File: config.mk
export PLATFORM = sky130hd
export DESIGN_NAME = lrt_timer
export DESIGN_NICKNAME = d
export VERILOG_FILES = /design/src/verilog/lrt_pkg.sv /design/src/verilog/lrt_tb_if.sv /design/src/verilog/lrt_dog.sv /design/src/verilog/lrt_pace.sv /design/src/verilog/lrt_timer.sv
export SDC_FILE = /design/constraint.sdc
export NUM_CORES = 1
export LEC_CHECK = 0
export ABC_AREA = 1
export BUFFER_PORTS_ARGS = -buffer_cell sky130_fd_sc_hd__buf_2
export CAP_MARGIN = 5
export CORE_ASPECT_RATIO = 2
export CORE_UTILIZATION = 45
export CTS_CLUSTER_SIZE = 16
export DETAILED_ROUTE_END_ITERATION = 6
export SYNTH_ARGS = -nofsm -noshare
export SYNTH_HDL_FRONTEND = slang
export SYNTH_SLANG_ARGS = --single-unit
File: constraint.sdc
create_clock -name mclk -period 2 [get_ports mclk]
set_input_delay 0.4 -clock mclk [delete_from_list [all_inputs] [get_ports mclk]]
set_output_delay 0.4 -clock mclk [all_outputs]
set_load 0.02 [all_outputs]
File: src/verilog/lrt_pkg.sv
// What this block does
// - software picks a timebase period of 1 ms or 2 ms
// - an 8-bit reload register takes any value from 00 to FF
// - reading the reload register returns it and leaves the timer untouched
// - on counter overflow the counter restarts from the reload value
// - software can read the live 8-bit counter at any time
// - a clearable capture interrupt enable suppresses capture interrupt requests
// - a timebase interrupt enable and a counter overflow interrupt enable, each clearable on its own
// - software can switch the watchdog off
// - enables are independent; one write may clear several of them together
// - after reset: 1 ms timebase, watchdog off, all interrupts off
// - watchdog expires 2 ms after its last refresh and then resets
package lrt_pkg;

	localparam int MCLK_NS = 40;
	localparam int NS_PER_MS = 1000000;
	localparam int TB_SHORT_MS = 1;
	localparam int TB_LONG_MS = 2;
	localparam int DOG_MS = 2;
	localparam int TICK_NS = 4000;
	localparam int TB_SHORT_CYC = TB_SHORT_MS * NS_PER_MS / MCLK_NS;
	localparam int TB_LONG_CYC = TB_LONG_MS * NS_PER_MS / MCLK_NS;
	localparam int DOG_CYC = DOG_MS * NS_PER_MS / MCLK_NS;
	localparam int TICK_CYC = TICK_NS / MCLK_NS;

	localparam int TB_CNT_W = 17;
	localparam int DOG_CNT_W = 17;
	localparam int TICK_W = 8;
	localparam int ADDR_W = 4;
	localparam int DATA_W = 8;
	localparam int EV_W = 3;

	////////////////////////////////////////////////////////////////////////////////
	localparam logic [ADDR_W-1:0] ADDR_CTRL = 4'h0;
	localparam logic [ADDR_W-1:0] ADDR_OFF = 4'h1;
	localparam logic [ADDR_W-1:0] ADDR_STAT = 4'h2;
	localparam logic [ADDR_W-1:0] ADDR_CLR = 4'h3;
	localparam logic [ADDR_W-1:0] ADDR_IEN = 4'h4;
	localparam logic [ADDR_W-1:0] ADDR_RELOAD = 4'h5;
	localparam logic [ADDR_W-1:0] ADDR_COUNT = 4'h6;
	localparam logic [ADDR_W-1:0] ADDR_KICK = 4'h7;

	localparam int BIT_TB_LONG = 0;
	localparam int BIT_DOG_EN = 1;
	localparam int EV_CAPT = 0;
	localparam int EV_ONE = 1;
	localparam int EV_TWO = 2;
	localparam int OFF_DOG = 4;

	localparam logic [DATA_W-1:0] RELOAD_RST = 8'h00;
	localparam logic [DATA_W-1:0] COUNT_RST = 8'h00;
	localparam logic [DATA_W-1:0] COUNT_TOP = 8'hFF;
	localparam logic [EV_W-1:0] EV_NONE = 3'h0;

	typedef enum logic [1:0] {
		LRT_DOG_IDLE = 2'b00,
		LRT_DOG_RUN = 2'b01,
		LRT_DOG_BITE = 2'b10
	} lrt_dog_state_type;

endpackage

File: src/verilog/lrt_tb_if.sv
`timescale 1ns/1ps
interface lrt_tb_if;
	logic tb_long;
	logic tb_tick;
	logic dog_en;
	logic dog_kick;
	logic dog_bite;

	modport pace (input tb_long, output tb_tick);
	modport dog (input dog_en, input dog_kick, output dog_bite);
	modport core (output tb_long, output dog_en, output dog_kick, input tb_tick, input dog_bite);
endinterface

File: src/verilog/lrt_dog.sv
`timescale 1ns/1ps
module lrt_dog #(
	parameter int DOG_CYC = lrt_pkg::DOG_CYC
) (
	input wire logic mclk,
	input wire logic rst,
	lrt_tb_if.dog tb
);
	lrt_pkg::lrt_dog_state_type state_r;
	logic [lrt_pkg::DOG_CNT_W-1:0] left_r;

	always_ff @(posedge mclk) begin
		if (rst) begin
			state_r <= lrt_pkg::LRT_DOG_IDLE;
			left_r <= '0;
			tb.dog_bite <= 1'b0;
		end else begin
			tb.dog_bite <= 1'b0;
			unique case (state_r)
				lrt_pkg::LRT_DOG_IDLE: begin
					left_r <= lrt_pkg::DOG_CNT_W'(DOG_CYC - 1);
					if (tb.dog_en) begin
						state_r <= lrt_pkg::LRT_DOG_RUN;
					end
				end
				lrt_pkg::LRT_DOG_RUN: begin
					if (!tb.dog_en) begin
						state_r <= lrt_pkg::LRT_DOG_IDLE;
					end else if (tb.dog_kick) begin
						left_r <= lrt_pkg::DOG_CNT_W'(DOG_CYC - 1);
					end else if (left_r == '0) begin
						state_r <= lrt_pkg::LRT_DOG_BITE;
						tb.dog_bite <= 1'b1;
					end else begin
						left_r <= left_r - 1'b1;
					end
				end
				lrt_pkg::LRT_DOG_BITE: begin
					// the reset it raises clears the enable, so it rests here until then
					if (!tb.dog_en) begin
						state_r <= lrt_pkg::LRT_DOG_IDLE;
					end
				end
				default: begin
					state_r <= lrt_pkg::LRT_DOG_IDLE;
				end
			endcase
		end
	end
endmodule

File: src/verilog/lrt_pace.sv
`timescale 1ns/1ps
module lrt_pace #(
	parameter int SHORT_CYC = lrt_pkg::TB_SHORT_CYC,
	parameter int LONG_CYC = lrt_pkg::TB_LONG_CYC
) (
	input wire logic mclk,
	input wire logic rst,
	lrt_tb_if.pace tb
);
	logic [lrt_pkg::TB_CNT_W-1:0] cyc_r;
	logic [lrt_pkg::TB_CNT_W-1:0] last;

	// a select change mid-period takes effect at once; the >= keeps a shrink safe
	assign last = tb.tb_long ? lrt_pkg::TB_CNT_W'(LONG_CYC - 1) : lrt_pkg::TB_CNT_W'(SHORT_CYC - 1);

	always_ff @(posedge mclk) begin
		if (rst) begin
			cyc_r <= '0;
			tb.tb_tick <= 1'b0;
		end else if (cyc_r >= last) begin
			cyc_r <= '0;
			tb.tb_tick <= 1'b1;
		end else begin
			cyc_r <= cyc_r + 1'b1;
			tb.tb_tick <= 1'b0;
		end
	end
endmodule

File: src/verilog/lrt_timer.sv
`timescale 1ns/1ps
module lrt_timer #(
	parameter int TB_SHORT_CYC = lrt_pkg::TB_SHORT_CYC,
	parameter int TB_LONG_CYC = lrt_pkg::TB_LONG_CYC,
	parameter int DOG_CYC = lrt_pkg::DOG_CYC,
	parameter int TICK_CYC = lrt_pkg::TICK_CYC,
	parameter int TB_COUNT = 2
) (
	input wire logic mclk,
	input wire logic rst,
	input wire logic [lrt_pkg::ADDR_W-1:0] addr,
	input wire logic [lrt_pkg::DATA_W-1:0] wr_data,
	input wire logic wr_en,
	input wire logic rd_en,
	output logic [lrt_pkg::DATA_W-1:0] rd_data,
	input wire logic capture_pin,
	output logic irq,
	output logic dog_reset
);
	lrt_tb_if tb ();

	logic tb_long_r;
	logic dog_en_r;
	logic dog_kick_r;
	logic [lrt_pkg::EV_W-1:0] ien_r;
	logic [lrt_pkg::EV_W-1:0] stat_r;
	logic [lrt_pkg::EV_W-1:0] stat_nxt;
	logic [lrt_pkg::EV_W-1:0] events;
	logic [lrt_pkg::DATA_W-1:0] reload_r;
	logic [lrt_pkg::DATA_W-1:0] count_r;
	logic [lrt_pkg::TICK_W-1:0] div_r;
	logic tick_r;
	logic ovf_r;
	logic cap_meta_r;
	logic cap_sync_r;
	logic cap_prev_r;
	logic wr_ctrl;
	logic wr_off;
	logic wr_clr;
	logic wr_ien;

	////////////////////////////////////////////////////////////////////////////////
	// single-timebase variants keep no counter overflow enable
	function automatic logic [lrt_pkg::EV_W-1:0] ev_mask(input logic [lrt_pkg::EV_W-1:0] v);
		logic [lrt_pkg::EV_W-1:0] m;
		m = v;
		if (TB_COUNT < 2) begin
			m[lrt_pkg::EV_TWO] = 1'b0;
		end
		return m;
	endfunction

	function automatic logic hit(input logic [lrt_pkg::ADDR_W-1:0] a, input logic [lrt_pkg::ADDR_W-1:0] b);
		return a == b;
	endfunction

	assign wr_ctrl = wr_en && hit(addr, lrt_pkg::ADDR_CTRL);
	assign wr_off = wr_en && hit(addr, lrt_pkg::ADDR_OFF);
	assign wr_clr = wr_en && hit(addr, lrt_pkg::ADDR_CLR);
	assign wr_ien = wr_en && hit(addr, lrt_pkg::ADDR_IEN);

	assign tb.tb_long = tb_long_r;
	assign tb.dog_en = dog_en_r;
	assign tb.dog_kick = dog_kick_r;

	lrt_pace #(
		.SHORT_CYC(TB_SHORT_CYC),
		.LONG_CYC(TB_LONG_CYC)
	) u_pace (
		.mclk(mclk),
		.rst(rst),
		.tb(tb.pace)
	);

	lrt_dog #(
		.DOG_CYC(DOG_CYC)
	) u_dog (
		.mclk(mclk),
		.rst(rst),
		.tb(tb.dog)
	);

	////////////////////////////////////////////////////////////////////////////////
	// control: timebase select and watchdog enable
	always_ff @(posedge mclk) begin
		if (rst) begin
			tb_long_r <= 1'b0;
			dog_en_r <= 1'b0;
		end else begin
			if (wr_ctrl) begin
				tb_long_r <= wr_data[lrt_pkg::BIT_TB_LONG];
			end
			if (wr_ctrl && wr_data[lrt_pkg::BIT_DOG_EN]) begin
				dog_en_r <= 1'b1;
			end else if (wr_off && wr_data[lrt_pkg::OFF_DOG]) begin
				dog_en_r <= 1'b0;
			end
		end
	end

	// interrupt enables: set by the enable register, cleared bit by bit by the off register
	always_ff @(posedge mclk) begin
		if (rst) begin
			ien_r <= lrt_pkg::EV_NONE;
		end else if (wr_ien) begin
			ien_r <= ev_mask(wr_data[lrt_pkg::EV_W-1:0]);
		end else if (wr_off) begin
			ien_r <= ien_r & ~wr_data[lrt_pkg::EV_W-1:0];
		end
	end

	// any write to the kick address restarts the watchdog
	always_ff @(posedge mclk) begin
		if (rst) begin
			dog_kick_r <= 1'b0;
		end else begin
			dog_kick_r <= wr_en && hit(addr, lrt_pkg::ADDR_KICK);
		end
	end

	////////////////////////////////////////////////////////////////////////////////
	// reload register
	always_ff @(posedge mclk) begin
		if (rst) begin
			reload_r <= lrt_pkg::RELOAD_RST;
		end else if (wr_en && hit(addr, lrt_pkg::ADDR_RELOAD)) begin
			reload_r <= wr_data;
		end
	end

	// count prescaler
	always_ff @(posedge mclk) begin
		if (rst) begin
			div_r <= '0;
			tick_r <= 1'b0;
		end else if (div_r == lrt_pkg::TICK_W'(TICK_CYC - 1)) begin
			div_r <= '0;
			tick_r <= 1'b1;
		end else begin
			div_r <= div_r + 1'b1;
			tick_r <= 1'b0;
		end
	end

	// 8-bit counter, restarts from the reload value after FF
	always_ff @(posedge mclk) begin
		if (rst) begin
			count_r <= lrt_pkg::COUNT_RST;
			ovf_r <= 1'b0;
		end else begin
			ovf_r <= 1'b0;
			if (tick_r) begin
				if (count_r == lrt_pkg::COUNT_TOP) begin
					count_r <= reload_r;
					ovf_r <= 1'b1;
				end else begin
					count_r <= count_r + 1'b1;
				end
			end
		end
	end

	////////////////////////////////////////////////////////////////////////////////
	// capture pin: two flops, then edge detect on the second
	always_ff @(posedge mclk) begin
		if (rst) begin
			cap_meta_r <= 1'b0;
			cap_sync_r <= 1'b0;
			cap_prev_r <= 1'b0;
		end else begin
			cap_meta_r <= capture_pin;
			cap_sync_r <= cap_meta_r;
			cap_prev_r <= cap_sync_r;
		end
	end

	always_comb begin
		events = lrt_pkg::EV_NONE;
		events[lrt_pkg::EV_CAPT] = cap_sync_r && !cap_prev_r;
		events[lrt_pkg::EV_ONE] = tb.tb_tick;
		events[lrt_pkg::EV_TWO] = ovf_r && (TB_COUNT > 1);
		// a new event in the clearing cycle survives the clear
		stat_nxt = stat_r;
		if (wr_clr) begin
			stat_nxt = stat_nxt & ~wr_data[lrt_pkg::EV_W-1:0];
		end
		stat_nxt = stat_nxt | events;
	end

	always_ff @(posedge mclk) begin
		if (rst) begin
			stat_r <= lrt_pkg::EV_NONE;
		end else begin
			stat_r <= stat_nxt;
		end
	end

	always_ff @(posedge mclk) begin
		if (rst) begin
			irq <= 1'b0;
		end else begin
			irq <= |(stat_nxt & ien_r);
		end
	end

	always_ff @(posedge mclk) begin
		if (rst) begin
			dog_reset <= 1'b0;
		end else begin
			dog_reset <= tb.dog_bite;
		end
	end

	////////////////////////////////////////////////////////////////////////////////
	// reads have no side effects; write-only and unmapped addresses read zero
	always_ff @(posedge mclk) begin
		if (rst) begin
			rd_data <= '0;
		end else if (rd_en) begin
			rd_data <= '0;
			unique case (addr)
				lrt_pkg::ADDR_CTRL: begin
					rd_data[lrt_pkg::BIT_TB_LONG] <= tb_long_r;
					rd_data[lrt_pkg::BIT_DOG_EN] <= dog_en_r;
				end
				lrt_pkg::ADDR_STAT: begin
					rd_data[lrt_pkg::EV_W-1:0] <= stat_r;
				end
				lrt_pkg::ADDR_IEN: begin
					rd_data[lrt_pkg::EV_W-1:0] <= ien_r;
				end
				lrt_pkg::ADDR_RELOAD: begin
					rd_data <= reload_r;
				end
				lrt_pkg::ADDR_COUNT: begin
					rd_data <= count_r;
				end
				default: begin
					rd_data <= '0;
				end
			endcase
		end else begin
			rd_data <= '0;
		end
	end
endmodule
==> flow_summary.yaml <==
global_routing:
  grt_overflow: 0
  antenna_found_initial: 0
  grt_pass1_vias: 3870
  grt_max_degree: 24
  grt_pass1_wl_mm: 17.2
  globalRouteTotalUtil_pct: 21.7
worst_setup_path:
  endpoint: "u_pace.cyc_r[4]"
  required_ns: 2.27
  cp-end-kind: "flop"
  critPathMaxStageDelay_ns: 0.39
  startpoint: "tb.tb_long"
  crit_slowest_cell: "dfxtp_1"
  cp_max_fo: 17
  timing.setup.critical_path_class: "reg2reg"
  worstSetupStartpointType: "flop"
  r2r_start: "tb.tb_long"
  reg2reg_slack_ns: 0.15
  path_cells: "inv_2 -> ha_1 -> nand2_1 -> inv_1 -> o21bai_1 -> nand3_1 -> a21oi_4 -> nand4_4 -> buf_12 -> nor2_1"
  r2r_cells: 10
  cp.arrival_ns: 2.12
  reg2reg_to: "u_pace.cyc_r[4]"
routing:
  drtAntennaViolNets: 0
  drt_pass1_iterations: 5
  wl_mm: 10.2
  vias: 3872
  viasPerCell: 5.09
  wire_per_inst_um: 13.4
  drt_iter0_drc: 183
  route.detailed.drc: 0
timing:
  fmax_mhz: 541
  slew_viol_final: 0
  whs_ns: 0.281
  hold_violations: 0
  worst_slew_pin_slew_ns: 0.399
  rsz0062_at_grt: "no"
  relSlewSlack_pct: 73.3
  setup-violations-final: 0
  post-route-min-period_ns: 1.85
  finalSetupTns_ns: 0
  fin_worst_skew_ns: 0.00674
  period_share_pct: 92.4
placement:
  dp.cells: 746
  dpl.hpwl_mm: 7.63
  place.gp.congestion: 0.889
  io_buffer_count: 26
die:
  io_pins: 27
  die_area_mm2: 0.0103
  num_rows: 50
  dieHeight_um: 142
  die_w_um: 72.1
  start_util_pct: 46.8
  core_region_area_mm2: 0.00945
power_and_ir_drop:
  p_leak_nw: 2.03
  power_density_mw_per_mm2: 724
  ir_drop_v: 0.000574
synthesis:
  yosysMostFrequentCell: "nand2_1"
  netlist_area_mm2: 0.00442
  synth_edf_count: 0
  synthFlopType: "dfxtp_1"
  ys_ff_latch: 86
  synth.largest_area_cell: "dfxtp_1"
  async_reset_ff_share_pct: 0
  synthTopCellsByArea: "dfxtp_1 (39%), nand2_1 (8.9%), inv_1 (6.4%)"
  synth_top_area_share_pct: 38.9
  synth_nets: 621
  synthCells: 592
  avgSynthCellArea_um2: 7.47
  yosys-top-cells-count: "nand2_1 (105), dfxtp_1 (86), inv_1 (75), nor2_1 (73), nand3_1 (50)"
  synth_cell_type_count: 45
  yosysWarnings: 0
  synth_seq_area_share_pct: 38.9
clock_tree:
  clk_pin_slew_worst_paths_ns: 0.06
  post_cts_buffers: 0
  clk-insertion-delay-late_ns: 0.33
  cts_num_sinks: 86
  htreeDepth: 3
  cts-buffers-inserted: 9
  clockBufferDepth: 2
  cts_tree: "built"
  ctsRootBufferMaster: "clkbuf_16"
flow_run:
  maxCapViolCount: 0
layout:
  instances_no_fill: 761
  num-fill-cells: 939
  num_antenna_cells: 0
  multi_input_area_mm2: 0.00232
  nets: 656
  seqCellArea_mm2: 0.00172
  layout-drive-gt1-share_pct: 17.1
  area_delta_synth_final_pct: 13.4
outcome:
  status: "complete, no violations"
worst_hold_path:
  hold_class: "in2reg"
==> sequential cells by signal, indices dropped and copies added, names as in the netlist, 2 cells and up <==
name / count
u_dog.left_r: 17
u_pace.cyc_r: 17
count_r: 8
div_r: 8
rd_data: 8
reload_r: 8
ien_r: 3
stat_r: 3
u_dog.state_r: 2
==> placed cells by master, fill, tap and decap left out, drive strengths merged, types with 2 or more instances in the layout <==
| cell | n |
|---|---|
| a21oi | 41 |
| nor3b | 2 |
| o211ai | 4 |
| a31oi | 3 |
| nor3 | 11 |
| clkbuf | 12 |
| xnor2 | 5 |
| nand3 | 54 |
| nand2 | 114 |
| buf | 37 |
| dfxtp | 86 |
| inv | 77 |
| nor2 | 98 |
| a211oi | 2 |
| clkinvlp | 2 |
| ha | 12 |
| o21ai | 33 |
| xor2 | 12 |
| nand4 | 17 |
==> area by class of cell <==
type	instances	area share, %
multi-input cells	416	46.4
inverters	77	5.76
repair buffers	37	4.49
flip-flops and latches	86	34.3
clock buffers	12	4.92
well taps	130	3.24
clock inverters	3	0.898
==> metal layers <==
| metal | GRT usage, % | vias to the layer above | part of all wire, % |
|---|---|---|---|
| met2 | 40.3 | 55 | 55 |
| met1 | 22.1 | 1789 | 39 |
| met5 | 0 | - | 0 |
| met3 | 3.47 | 28 | 1.7 |
| met4 | 12.4 | 0 | 3.7 |
| li1 | - | 2000 | - |
==> worst min-delay path by stage <==
| stage | cells after the start | slack (ns) | to | start |
|---|---|---|---|---|
| CTS | 3 | 0.27 | cap_meta_r | capture_pin |
| detailed placement | 2 | 0.40 | cap_sync_r | cap_meta_r |
| floorplan | 2 | 0.39 | cap_sync_r | cap_meta_r |
| global placement | 2 | 0.40 | cap_sync_r | cap_meta_r |
| finish | 3 | 0.28 | cap_meta_r | capture_pin |
| global route | 3 | 0.27 | cap_meta_r | capture_pin |
==> kinds of logic (layout without fill, tap and decap cells) <==
| kind of cell | Yosys count | count (layout) | synth area share [%] |
|---|---|---|---|
| adders and majority gates | 12 | 12 | 3.40 |
| xor gates and xnor gates | 17 | 17 | 3.37 |
| buffers and inverters | 90 | 129 | 8.49 |
| AOI/OAI and AO/OA | 90 | 90 | 12.2 |
| DFF | 86 | 86 | 38.9 |
| and+or+nand+nor | 297 | 297 | 33.6 |
==> power breakdown <==
part	internal (mW)	switching, mW
combinational	0.0718	0.137
sequential	1.74	0.0281
clock	0.996	0.654
==> timing repair <==
item / in CTS / in global routing
setup endpoints to repair: 0 / 17
hold buffers: 0 / 0
gates resized for setup: 0 / 1
hold endpoints to repair: 0 / 0
==> worst max-delay path: cells and delay by family, from the launching register on <==
kind	cells	cell delay [ns]
AND/OR/NAND/NOR	4	0.41
flip-flops	1	0.39
adder cells (fa/ha/maj)	1	0.34
buffers and inverters	3	0.34
AO/OA/AOI/OAI	2	0.30
==> stage by stage <==
| stage | area (um2) | setup WS [ns] | util [%] | power [mW] |
|---|---|---|---|---|
| 2_1_floorplan | 4420 | 0.278 | - | 1.94 |
| 3_3_place_gp | 4720 | 0.196 | 50.0 | 2.01 |
| 3_5_place_dp | 4720 | 0.0950 | 50.0 | 2.02 |
| 4_1_cts | 5010 | 0.0953 | 53.1 | 3.68 |
| 5_1_grt | 5010 | 0.0243 | 53.1 | 3.79 |
| 6_report | 5010 | 0.152 | 53.1 | 3.63 |
Note: power is estimated with default switching activity, not from simulation.
